**config.mk**
```make
export PLATFORM = sky130hd
export DESIGN_NAME = pca_top
export DESIGN_NICKNAME = d
export VERILOG_FILES = /design/src/shared/pca_pkg.sv /design/src/logic/pca_top.sv
export SDC_FILE = /design/constraint.sdc
export NUM_CORES = 2
export LEC_CHECK = 0
export ABC_CLOCK_PERIOD_IN_PS = 13200
export BUFFER_PORTS_ARGS = -buffer_cell sky130_fd_sc_hd__buf_2
export CORE_ASPECT_RATIO = 0.7
export CORE_MARGIN = 5
export CORE_UTILIZATION = 60
export CTS_CLUSTER_DIAMETER = 150
export DETAILED_ROUTE_END_ITERATION = 7
export PLACE_DENSITY = 0.78
export REMOVE_ABC_BUFFERS = 1
export SYNTH_ARGS = -nofsm -noshare
export SYNTH_HDL_FRONTEND = slang
export SYNTH_SLANG_ARGS = --single-unit
```
**constraint.sdc**
```tcl
create_clock -name clk_sys -period 13.2 [get_ports clk_sys]
set_input_delay 0.66 -clock clk_sys [delete_from_list [all_inputs] [get_ports clk_sys]]
set_output_delay 0.66 -clock clk_sys [all_outputs]
set_load 0.1 [all_outputs]
```
**src/shared/pca_pkg.sv**
```systemverilog
// pca_pkg: constants, register map and types for the pulse channel arbiter
// assumes a 32-bit avalon-mm slave with word addressing in bytes
package pca_pkg;
    localparam int unsigned CLK_HZ       = 20_000_000;     // system clock rate
    localparam int unsigned NUM_CH       = 4;              // pulse channels
    localparam int unsigned PLAIN_CH     = 2;              // channels with plain counters
    // register byte offsets
    localparam logic [7:0] OFS_CMD       = 8'h00;          // command launch (write)
    localparam logic [7:0] OFS_CTRL      = 8'h04;          // run enable + stop relays
    localparam logic [7:0] OFS_STATUS    = 8'h08;          // busy flags, amp power, done
    localparam logic [7:0] OFS_IRQ_ST    = 8'h0C;          // sticky events, w1c
    localparam logic [7:0] OFS_IRQ_MASK  = 8'h10;          // event mask
    localparam logic [7:0] OFS_RATE      = 8'h14;          // pulse half-period in clocks, less one
    localparam logic [7:0] OFS_RAMP      = 8'h18;          // ramp-down pulse count
    localparam logic [7:0] OFS_POS_BASE  = 8'h20;          // positioning pos, ch n at +4n
    localparam logic [7:0] OFS_PLN_BASE  = 8'h30;          // plain pos, ch n at +4n
    localparam logic [7:0] OFS_ABS_BASE  = 8'h40;          // fetched servo position
    // cmd word fields
    localparam int unsigned CMD_CH_LSB   = 0;              // channel, 2 bits
    localparam int unsigned CMD_KIND_LSB = 4;              // kind, 4 bits
    localparam int unsigned CMD_DIR_BIT  = 8;              // 1 = reverse
    localparam int unsigned CMD_CNT_LSB  = 16;             // pulse count, 16 bits
    // ctrl fields
    localparam int unsigned CTRL_RUN_LSB  = 0;             // per-channel activation level
    localparam int unsigned CTRL_STOP_LSB = 4;             // per-channel stop relay
    localparam int unsigned CTRL_ABS_BIT  = 8;             // servo fetch activation
    // status fields
    localparam int unsigned ST_BUSY_LSB  = 0;
    localparam int unsigned ST_AMP_BIT   = 4;
    localparam int unsigned ST_DONE_BIT  = 5;
    localparam int unsigned ST_ABN_BIT   = 6;
    // irq event bits: done, abnormal end, refused
    localparam int unsigned EV_DONE      = 0;
    localparam int unsigned EV_ABN       = 1;
    localparam int unsigned EV_REFUSE    = 2;
    localparam int unsigned EV_W         = 3;
    localparam logic [15:0] RATE_RST     = 16'h0014;       // 42-clock pulse period at reset
    localparam logic [15:0] RAMP_RST     = 16'h0008;       // ramp-down tail at reset
    localparam logic [31:0] RD_UNMAPPED  = 32'h0000_0000;  // unmapped reads return zero

    // command kinds
    typedef enum logic [3:0] {
        PCA_K_HOME_DOG   = 4'h0,   // home_search_with_dog
        PCA_K_INT_FEED   = 4'h1,   // interrupt_fixed_feed
        PCA_K_TABLE      = 4'h2,   // table_batch_positioning
        PCA_K_ABS_FETCH  = 4'h3,   // servo_position_fetch
        PCA_K_HOME_PLAIN = 4'h4,   // home_return_plain
        PCA_K_VAR_SPEED  = 4'h5,   // variable_speed_output
        PCA_K_INCR       = 4'h6,   // incremental_drive
        PCA_K_ABS_DRIVE  = 4'h7,   // absolute_target_drive
        PCA_K_PLAIN      = 4'h8,   // plain_pulse_output
        PCA_K_RAMPED     = 4'h9    // ramped_pulse_output
    } pca_kind_t;

    // per-channel emission state, one-hot
    typedef enum logic [2:0] {
        PCA_IDLE = 3'b001,
        PCA_RUN  = 3'b010,
        PCA_RAMP = 3'b100
    } pca_state_t;
endpackage

```
**src/logic/pca_top.sv**
```systemverilog
// pca_top: per-channel pulse emission arbiter with busy flags, stops and
// position counters, reached over an avalon-mm slave with waitrequest.
// assumes limit inputs, servo ready and servo data are synchronous to clk_sys.
//
// Functional notes
// - no new positioning start while channel emits
// - busy channel refuses all but servo fetch
// - each fetch reads servo position once
// - dropping fetch activation powers amplifier off
// - deactivation or limit gives ramped stop
// - stop relay halts emission at once
// - 32-bit positions; plain pairs on ch0, ch1
// - no backlash compensation applied
// - done flags mean emission ended, not motor
//
// The Avalon-MM interface to the registers and the register offsets were left to the implementer.
`timescale 1ns/10ps
module pca_top
    import pca_pkg::*;
#(
    parameter int unsigned CH_N = pca_pkg::NUM_CH  // channel count
) (
    input  wire logic                 clk_sys,
    input  wire logic                 rst_n,
    input  wire logic [7:0]           avs_address,
    input  wire logic                 avs_read,
    input  wire logic                 avs_write,
    input  wire logic [31:0]          avs_writedata,
    input  wire logic [3:0]           avs_byteenable,
    output logic      [31:0]          avs_readdata,
    output logic                      avs_waitrequest,
    input  wire logic [CH_N-1:0]      limit_fwd,
    input  wire logic [CH_N-1:0]      limit_rev,
    input  wire logic [31:0]          servo_position,
    output logic      [CH_N-1:0]      pulse_channel,
    output logic      [CH_N-1:0]      direction,
    output logic      [CH_N-1:0]      busy_flag,
    output logic                      servo_power,
    output logic                      servo_fetch_strobe,
    output logic                      irq
);
    import pca_pkg::*;

    // byte-lane merge of a write into a 32-bit word
    function automatic logic [31:0] be_merge(input logic [31:0] old_v,
                                             input logic [31:0] new_v,
                                             input logic [3:0]  be);
        logic [31:0] r;
        r = old_v;
        for (int b = 0; b < 4; b++) begin
            if (be[b]) begin
                r[b*8 +: 8] = new_v[b*8 +: 8];
            end
        end
        return r;
    endfunction

    // step a position by one pulse in the given direction
    function automatic logic [31:0] pos_step(input logic [31:0] p, input logic rev);
        return rev ? p - 32'h0000_0001 : p + 32'h0000_0001;
    endfunction

    // ---- registers ----
    logic [31:0]      ctrl_ff, nxt_ctrl;           // run/stop/fetch levels
    logic [15:0]      rate_ff, nxt_rate;           // pulse half-period divider
    logic [15:0]      ramp_ff, nxt_ramp;           // pulses emitted while ramping
    logic [EV_W-1:0]  ev_ff, nxt_ev;               // sticky events
    logic [EV_W-1:0]  mask_ff, nxt_mask;           // event mask
    logic             done_ff, nxt_done;           // command_done_flag
    logic             abn_ff, nxt_abn;             // command_abnormal_end_flag
    logic             amp_ff, nxt_amp;             // servo power
    logic             fetch_ff, nxt_fetch;         // one-cycle fetch strobe
    logic             abs_prev_ff, nxt_abs_prev;   // fetch activation last cycle
    logic [31:0]      abs_ff, nxt_abs;             // fetched position
    logic [31:0]      rdata_ff, nxt_rdata;         // read data register
    logic             ack_ff, nxt_ack;             // answer cycle marker
    pca_state_t       st_ff   [CH_N];              // per-channel emission state
    pca_state_t       nxt_st  [CH_N];
    logic [15:0]      left_ff [CH_N];              // pulses still to emit
    logic [15:0]      nxt_left[CH_N];
    logic [15:0]      div_ff  [CH_N];              // rate divider
    logic [15:0]      nxt_div [CH_N];
    logic [CH_N-1:0]  lvl_ff, nxt_lvl;             // pulse output level
    logic [CH_N-1:0]  dir_ff, nxt_dir;             // direction per channel
    logic [CH_N-1:0]  plain_ff, nxt_plain;         // channel runs a plain family cmd
    logic [31:0]      pos_ff  [CH_N];              // positioning position pairs
    logic [31:0]      nxt_pos [CH_N];
    logic [31:0]      pln_ff  [PLAIN_CH];          // plain pulse position pairs
    logic [31:0]      nxt_pln [PLAIN_CH];

    // ---- bus decode ----
    logic        req;                  // request pending this cycle
    logic        wr_go, rd_go;         // access completes this cycle
    logic [1:0]  cmd_ch;
    pca_kind_t   cmd_kind;
    assign req             = avs_read | avs_write;
    // answer one cycle after the request appears; waitrequest low on the second cycle
    assign avs_waitrequest = req & ~ack_ff;
    assign wr_go           = avs_write & ack_ff;
    assign rd_go           = avs_read & ack_ff;
    assign avs_readdata    = rdata_ff;
    assign cmd_ch          = avs_writedata[CMD_CH_LSB +: 2];
    assign cmd_kind        = pca_kind_t'(avs_writedata[CMD_KIND_LSB +: 4]);

    // read mux: registered so read data come from flip-flops
    always_comb begin
        nxt_rdata = RD_UNMAPPED;
        if (avs_address == OFS_CTRL) begin
            nxt_rdata = ctrl_ff;
        end else if (avs_address == OFS_STATUS) begin
            nxt_rdata[ST_BUSY_LSB +: CH_N] = busy_flag;
            nxt_rdata[ST_AMP_BIT]          = amp_ff;
            nxt_rdata[ST_DONE_BIT]         = done_ff;
            nxt_rdata[ST_ABN_BIT]          = abn_ff;
        end else if (avs_address == OFS_IRQ_ST) begin
            nxt_rdata[EV_W-1:0] = ev_ff;
        end else if (avs_address == OFS_IRQ_MASK) begin
            nxt_rdata[EV_W-1:0] = mask_ff;
        end else if (avs_address == OFS_RATE) begin
            nxt_rdata[15:0] = rate_ff;
        end else if (avs_address == OFS_RAMP) begin
            nxt_rdata[15:0] = ramp_ff;
        end else if (avs_address == OFS_ABS_BASE) begin
            nxt_rdata = abs_ff;
        end
        for (int c = 0; c < CH_N; c++) begin
            if (avs_address == OFS_POS_BASE + 8'(4*c)) begin
                nxt_rdata = pos_ff[c];
            end
        end
        for (int c = 0; c < PLAIN_CH; c++) begin
            if (avs_address == OFS_PLN_BASE + 8'(4*c)) begin
                nxt_rdata = pln_ff[c];
            end
        end
        nxt_ack = req & ~ack_ff;   // single answer per request
    end

    // ---- control, launch and channel logic ----
    always_comb begin
        logic [EV_W-1:0] ev_set;        // events raised this cycle
        logic            launch;
        logic            halt_now;
        logic            soft_stop;
        logic            tick;
        ev_set    = '0;
        launch    = 1'b0;
        halt_now  = 1'b0;
        soft_stop = 1'b0;
        tick      = 1'b0;
        nxt_ctrl  = ctrl_ff;
        nxt_rate  = rate_ff;
        nxt_ramp  = ramp_ff;
        nxt_mask  = mask_ff;
        nxt_done  = done_ff;
        nxt_abn   = abn_ff;
        nxt_amp   = amp_ff;
        nxt_fetch = 1'b0;
        nxt_abs   = abs_ff;
        nxt_abs_prev = ctrl_ff[CTRL_ABS_BIT];
        nxt_lvl   = lvl_ff;
        nxt_dir   = dir_ff;
        nxt_plain = plain_ff;
        for (int c = 0; c < CH_N; c++) begin
            nxt_st[c]   = st_ff[c];
            nxt_left[c] = left_ff[c];
            nxt_div[c]  = div_ff[c];
            nxt_pos[c]  = pos_ff[c];
        end
        for (int c = 0; c < PLAIN_CH; c++) begin
            nxt_pln[c] = pln_ff[c];
        end

        // register writes
        if (wr_go) begin
            if (avs_address == OFS_CTRL) begin
                nxt_ctrl = be_merge(ctrl_ff, avs_writedata, avs_byteenable);
            end else if (avs_address == OFS_RATE) begin
                nxt_rate = avs_writedata[15:0];
            end else if (avs_address == OFS_RAMP) begin
                nxt_ramp = avs_writedata[15:0];
            end else if (avs_address == OFS_IRQ_MASK) begin
                nxt_mask = avs_writedata[EV_W-1:0];
            end
        end

        // servo fetch: power follows activation, one read per rising activation
        if (ctrl_ff[CTRL_ABS_BIT] & ~abs_prev_ff) begin
            nxt_amp   = 1'b1;
            nxt_fetch = 1'b1;
            nxt_abs   = servo_position;
        end else if (~ctrl_ff[CTRL_ABS_BIT]) begin
            nxt_amp   = 1'b0;
        end

        // command launch; the fetch kind is never blocked by busy
        if (wr_go && avs_address == OFS_CMD && cmd_kind != PCA_K_ABS_FETCH) begin
            if (32'(cmd_ch) < CH_N && st_ff[cmd_ch] == PCA_IDLE
                && ctrl_ff[CTRL_RUN_LSB + 32'(cmd_ch)]
                && ~ctrl_ff[CTRL_STOP_LSB + 32'(cmd_ch)]) begin
                launch = 1'b1;
            end else begin
                ev_set[EV_REFUSE] = 1'b1;
            end
        end
        if (launch) begin
            nxt_st[cmd_ch]    = PCA_RUN;
            nxt_left[cmd_ch]  = avs_writedata[CMD_CNT_LSB +: 16];
            nxt_div[cmd_ch]   = '0;
            nxt_dir[cmd_ch]   = avs_writedata[CMD_DIR_BIT];
            nxt_plain[cmd_ch] = (cmd_kind == PCA_K_PLAIN) || (cmd_kind == PCA_K_RAMPED);
            nxt_done = 1'b0;
            nxt_abn  = 1'b0;
        end

        // per-channel emission
        for (int c = 0; c < CH_N; c++) begin
            halt_now  = ctrl_ff[CTRL_STOP_LSB + c];
            soft_stop = ~ctrl_ff[CTRL_RUN_LSB + c]
                        | (dir_ff[c] ? limit_rev[c] : limit_fwd[c]);
            tick      = (div_ff[c] == rate_ff);
            if (st_ff[c] != PCA_IDLE && !(launch && 32'(cmd_ch) == c)) begin
                nxt_div[c] = tick ? 16'h0000 : div_ff[c] + 16'h0001;
                if (halt_now) begin
                    nxt_st[c]  = PCA_IDLE;
                    nxt_lvl[c] = 1'b0;
                    nxt_abn    = 1'b1;
                    ev_set[EV_ABN] = 1'b1;
                end else if (st_ff[c] == PCA_RUN && soft_stop) begin
                    nxt_st[c]   = PCA_RAMP;
                    nxt_left[c] = (left_ff[c] < ramp_ff) ? left_ff[c] : ramp_ff;
                end else if (left_ff[c] == 16'h0000 && !lvl_ff[c]) begin
                    nxt_st[c] = PCA_IDLE;
                    nxt_done  = 1'b1;
                    ev_set[EV_DONE] = 1'b1;
                end else if (tick) begin
                    nxt_lvl[c] = ~lvl_ff[c];
                    if (!lvl_ff[c]) begin
                        // rising edge: one pulse emitted, counted in its family (plain on ch0, ch1; plain on ch2, ch3 counts in the positioning pair)
                        nxt_left[c] = left_ff[c] - 16'h0001;
                        if (plain_ff[c] && c < PLAIN_CH) begin
                            nxt_pln[c] = pos_step(pln_ff[c], dir_ff[c]);
                        end else begin
                            nxt_pos[c] = pos_step(pos_ff[c], dir_ff[c]);
                        end
                    end
                end
            end
        end

        // sticky events: set wins over write-one-to-clear
        nxt_ev = ev_ff;
        if (wr_go && avs_address == OFS_IRQ_ST) begin
            nxt_ev = ev_ff & ~avs_writedata[EV_W-1:0];
        end
        nxt_ev = nxt_ev | ev_set;
    end

    // register stage
    always_ff @(posedge clk_sys) begin
        if (!rst_n) begin
            ctrl_ff     <= '0;
            rate_ff     <= RATE_RST;
            ramp_ff     <= RAMP_RST;
            ev_ff       <= '0;
            mask_ff     <= '0;
            done_ff     <= 1'b0;
            abn_ff      <= 1'b0;
            amp_ff      <= 1'b0;
            fetch_ff    <= 1'b0;
            abs_prev_ff <= 1'b0;
            abs_ff      <= '0;
            rdata_ff    <= '0;
            ack_ff      <= 1'b0;
            lvl_ff      <= '0;
            dir_ff      <= '0;
            plain_ff    <= '0;
            for (int c = 0; c < CH_N; c++) begin
                st_ff[c]   <= PCA_IDLE;
                left_ff[c] <= '0;
                div_ff[c]  <= '0;
                pos_ff[c]  <= '0;
            end
            for (int c = 0; c < PLAIN_CH; c++) begin
                pln_ff[c] <= '0;
            end
        end else begin
            ctrl_ff     <= nxt_ctrl;
            rate_ff     <= nxt_rate;
            ramp_ff     <= nxt_ramp;
            ev_ff       <= nxt_ev;
            mask_ff     <= nxt_mask;
            done_ff     <= nxt_done;
            abn_ff      <= nxt_abn;
            amp_ff      <= nxt_amp;
            fetch_ff    <= nxt_fetch;
            abs_prev_ff <= nxt_abs_prev;
            abs_ff      <= nxt_abs;
            rdata_ff    <= nxt_rdata;
            ack_ff      <= nxt_ack;
            lvl_ff      <= nxt_lvl;
            dir_ff      <= nxt_dir;
            plain_ff    <= nxt_plain;
            for (int c = 0; c < CH_N; c++) begin
                st_ff[c]   <= nxt_st[c];
                left_ff[c] <= nxt_left[c];
                div_ff[c]  <= nxt_div[c];
                pos_ff[c]  <= nxt_pos[c];
            end
            for (int c = 0; c < PLAIN_CH; c++) begin
                pln_ff[c] <= nxt_pln[c];
            end
        end
    end

    // outputs
    always_comb begin
        for (int c = 0; c < CH_N; c++) begin
            busy_flag[c] = (st_ff[c] != PCA_IDLE);
        end
    end
    assign pulse_channel      = lvl_ff;
    assign direction          = dir_ff;
    assign servo_power        = amp_ff;
    assign servo_fetch_strobe = fetch_ff;
    assign irq                = |(ev_ff & mask_ff);
endmodule // pca_top

```
Word level (Yosys, flattened, before mapping) --
Memories as Yosys holds them, arrays and structs flattened. Index checks and enable logic that the tools add are counted.
Word-level totals: register bits 152, logic and storage cells 429, input port bits 88, memory bits (writable) 332, memories kept 5, output and inout bits 48
Memory list:
- pos_ff | words 4, width 32, read ports 4, clocked after memory_dff 0, write ports 4, line pca_top.sv:86 | logic [31:0] pos_ff [CH_N];
- div_ff | words 4, width 16, read ports 4, clocked after memory_dff 0, write ports 4, line pca_top.sv:81 | logic [15:0] div_ff [CH_N];
- left_ff | words 4, width 16, read ports 4, clocked after memory_dff 0, write ports 4, line pca_top.sv:79 | logic [15:0] left_ff [CH_N];
- pln_ff | words 2, width 32, read ports 2, clocked after memory_dff 0, write ports 2, line pca_top.sv:88 | logic [31:0] pln_ff [PLAIN_CH];
- st_ff | words 4, width 3, read ports 5, clocked after memory_dff 0, write ports 4, line pca_top.sv:77 | pca_state_t st_ff [CH_N];
Cells by class: bitwise gates (word level) 50, muxes and demuxes 226, equality and inequality tests 41, reductions and logical operators 54, add/sub/neg operators 21, order comparisons 10
Operators by type and width (count):
- 32-bit 2-to-1 mux | 60
- 16-bit 2-to-1 mux | 49
- 32-bit by 1-bit adder with 32-bit output (second input constant) | 6
- 32-bit by 1-bit subtractor with 32-bit output (second input constant) | 6
- 64-bit 2-to-1 mux | 2
- 1-bit 2-to-1 mux | 74
- 3-bit 2-to-1 mux | 24
- 16-bit by 1-bit adder with 16-bit output (second input constant) | 4
- 64-bit bitwise AND | 1
- 64-bit bitwise mux | 1
- 16-bit equality test | 4
- 16-bit logical NOT | 4
- 16-bit less-than comparator | 4
- 64-bit inverter | 1
- 16-bit by 1-bit subtractor with 16-bit output (second input constant) | 4
- 29-bit 2-to-1 mux | 2
- 8-bit by 6-bit equality test with 1-bit output (second input constant) | 6
- 16-bit demux with 2-bit select | 1
- 25-bit 2-to-1 mux | 1
- 8-bit by 5-bit equality test with 1-bit output (second input constant) | 3
- 1-bit logical AND | 23
- 1-bit OR | 23
- 4-bit AND reduction | 5
- 8-bit by 4-bit equality test with 1-bit output (second input constant) | 2
- 43 further kinds | 92

Longest topological paths before layout --
depth in word-level cells 24, mapped depth 14

Least setup slack after synthesis --
Ideal clock, no wire load.
path kind register to register, from reg dir_ff[1], in the netlist direction[1], to mem pos_ff[1][24], stages on the path, launching flop included 13, required time 13.121 ns, buffers on the path 0, data arrival time 5.092 ns, slack 8.029 ns, path through dfxtp_1 > inv_1 > fa_1 > nor2b_1 > o21a_1 > o21ai_0 > a211oi_1 > a31oi_1 > o21ai_0 > o21a_1 > nor2_1 > or4_1 > o211ai_1
RTL lines:
- from (decl) | line pca_top.sv:84 | logic [CH_N-1:0] dir_ff, nxt_dir;
- from (signal assigned) | line pca_top.sv:302 | dir_ff <= nxt_dir;
- to (decl) | line pca_top.sv:86

==> flow_metrics.tcl <==
set metrics [dict create \
    status "finished, violations left" \
    failed_checks "design-rule violations, max-capacitance violations, max-slew violations" \
    gr-total-overflow 0 \
    ctsHoldBuffers 0 \
    synthTopCellsByCount "nand2_1 (589), a21oi_1 (508), dfxtp_1 (482), nor2_1 (410), o21ai_0 (253)" \
    cts-buffers-inserted 50 \
    async_reset_ff_frac 0 \
    synth_area_leader_cell "dfxtp_1" \
    rsz0062_at_grt "false" \
    cp.arrival_ns 5.13 \
    grt_first_pass_wirelength_mm 180 \
    post_drt_wl_per_cell_um 23.0 \
    cellPowerDensity_nw_per_um2 88.6 \
    min_path_type "input pin to register" \
    clk_latency_ns 0.64 \
    post-cts-setup-buffers 0 \
    slew_viol_final 5 \
    final-setup-viol-count 0 \
    drc 4 \
    first_global_vias 30300 \
    htreeDepth 2 \
    nNetsFinal 4702 \
    worstSetupStartpointType "register" \
    cts_tree "done" \
    dp.cells 5047 \
    hold_viol_final 0 \
    crit_required_ns 13.67 \
    grt_max_degree 177 \
    cp_slowest_cell "nor4_1" \
    path_class "register to register" \
    max_slew_margin -0.0144 \
    end_kind "register" \
    synth-seq-cells 482 \
    drive_gt1_frac 0.0786 \
    clkSinkCount 482 \
    ir_drop_mv 0.0979 \
    p_leak_nw 14.9 \
    crit_chain "xnor2_1 > nand4_1 > nor4_1 > and3b_1 > inv_1 > nor3_2 > nand2_1 > nand2_1 > a21oi_1" \
    synth-edff-count 0 \
    dpl.hpwl_mm 85.9 \
    fmax_mhz 215 \
    syn2layout_area_growth_pct 9.37 \
    layout.cells.non_filler 5143 \
    gp_congestion 1.05 \
    root_buffer "clkbuf_16" \
    initial_utilization 0.603 \
    clkTransAtPathRegs_ns 0.07 \
    drtAntennaViolNets 0 \
    numPortBuffers 135 \
    netlist_top_cells_area "dfxtp_1 (29%), ha_1 (9.4%), a21oi_1 (7.7%), nand2_1 (6.7%), nor2_1 (4.7%)" \
    finalCritPeriodShare 0.353 \
    synth_cell_types 90 \
    yosys_warnings 0 \
    crit_fanout 18 \
    postSynthCellCount 4344 \
    setup_tns_ns 0 \
    cp_common_cell "nand2_1" \
    fp.dieW_um 291 \
    die_h_um 206 \
    antenna_found_initial 1 \
    routed_wl_mm 119 \
    coreArea_um2 54900 \
    vias 34100 \
    syn_area_um2 33100 \
    synth_top_area_share 0.292 \
    cp_slowest_stage_delay_ns 1.20 \
    avgSynthCellArea_um2 7.61 \
    ctsResizeCount 0 \
    grt_usage 0.376 \
    clock_skew_ns 0.0296 \
    rows 72 \
    synth_ff_type "dfxtp_1" \
    die_area_um2 60000 \
    yosys.cell_count.top_type "nand2_1" \
    io_pins 136 \
    tightest_slew_ns 1.51 \
    drt_iter0_drc 4431 \
    first_pass_iters 8 \
    drv_cap 1 \
    period_minus_slack_ns 4.66 \
    ys_seq_area_frac 0.292 \
    routed_via_density 6.62 \
    clk_path_buf_depth 3 \
]
## sequential cells by signal, summed over array words and instances, names as in the netlist, 2 cells and up
| register | cells |
|---|---|
| mask_ff | 3 |
| left_ff | 64 |
| direction | 4 |
| ctrl_ff | 32 |
| abs_ff | 32 |
| st_ff | 12 |
| rate_ff | 16 |
| ramp_ff | 16 |
| pos_ff | 128 |
| plain_ff | 2 |
| ev_ff | 3 |
| avs_readdata | 32 |
| pln_ff | 64 |
| pulse_channel | 4 |
| div_ff | 64 |
## critical path: cells and delay by family (launching register included)
kind / cells / cell delay (ns)
AND/OR/NAND/NOR: 6 / 3.45
flip-flops: 1 / 0.61
XOR/XNOR: 1 / 0.18
buffers and inverters: 1 / 0.15
AO/OA/AOI/OAI: 1 / 0.09
## per-stage QoR
| step | total power [mW] | util | setup WS, ns | instance area, um^2 | hold WS [ns] |
|---|---|---|---|---|---|
| after CTS | 3.21 | 0.659 | 8.95 | 36200 | 0.231 |
| after global placement | 1.57 | 0.624 | 9.11 | 34200 | 0.445 |
| final | 3.20 | 0.659 | 8.54 | 36200 | 0.252 |
| after global routing | 3.28 | 0.659 | 8.55 | 36200 | 0.250 |
| after floorplan | 1.51 | - | 4.99 | 32100 | 0.421 |
| after detailed placement | 1.57 | 0.624 | 9.00 | 34200 | 0.451 |
## worst paths after layout
check	from	cells after the start	endpoint	slack, ns
setup / recovery	rate_ff[0]	9	pln_ff[0][56]	8.54
hold / removal	servo_position[1]	3	abs_ff[1]	0.25
setup reg to reg	rate_ff[0]	9	pln_ff[0][56]	8.54
hold reg to reg	abs_ff[16]	2	abs_ff[16]	0.46
## power by group
group / leakage, nW / internal (mW) / switching [mW]
Combinational: 10.1 / 0.0165 / 0.0673
Clock: 0.936 / 0.989 / 0.676
Sequential: 3.88 / 1.45 / 0.000523
## cell families (layout without fill, tap and decap cells)
| kind of cell | Yosys count | after routing | synth area share |
|---|---|---|---|
| flops | 482 | 482 | 0.292 |
| compound gates | 1364 | 1364 | 0.257 |
| fa+ha+maj | 255 | 255 | 0.0978 |
| xor+xnor | 237 | 237 | 0.0628 |
| other cells | 0 | 2 | 0 |
| mux | 94 | 94 | 0.0285 |
| simple gates | 1579 | 1579 | 0.222 |
| buf+inv | 333 | 390 | 0.0402 |
## placed cells by master, fill, tap and decap left out, types with 29 or more instances in the layout
| cell type | synthesis | layout |
|---|---|---|
| a211oi_1 | 46 | 46 |
| nand2b_1 | 38 | 38 |
| a22oi_1 | 62 | 62 |
| nor3_1 | 78 | 75 |
| or3_1 | 30 | 30 |
| and3_1 | 53 | 53 |
| nand2_1 | 589 | 589 |
| nor4_1 | 32 | 29 |
| a31oi_1 | 61 | 61 |
| buf_2 | 18 | 134 |
| o22ai_1 | 34 | 34 |
| dfxtp_1 | 482 | 479 |
| inv_1 | 104 | 103 |
| clkbuf_16 | 0 | 50 |
| nor2_1 | 410 | 403 |
| o211ai_1 | 33 | 33 |
| a21oi_1 | 508 | 508 |
| nand4_1 | 53 | 53 |
| o21a_1 | 41 | 41 |
| mux2i_1 | 92 | 92 |
| a222oi_1 | 34 | 34 |
| a221oi_1 | 29 | 29 |
| ha_1 | 249 | 249 |
| nand3_1 | 137 | 136 |
| a21o_1 | 110 | 110 |
| xnor2_1 | 147 | 147 |
| xor2_1 | 90 | 90 |
| buf_4 | 3 | 55 |
| o21ai_0 | 253 | 253 |
## routing by layer
metal / track usage / share of wire / up-vias
li1: - / - / 15800
met1: 0.530 / 0.42 / 15900
met2: 0.524 / 0.39 / 1972
met3: 0.139 / 0.15 / 347
met4: 0.138 / 0.042 / 2
met5: 0.0138 / 0.00096 / -
## area by class of cell
class / count / area, um^2
multi-input cells: 3529 / 22200
fillers: 4749 / 18700
flip-flops and latches: 482 / 9650
clock buffers: 66 / 1430
repair buffers: 190 / 1100
well taps: 740 / 926
clock inverters: 28 / 485
inverters: 106 / 405
diodes: 2 / 5.00
Note: power is estimated with default switching activity, not from simulation.
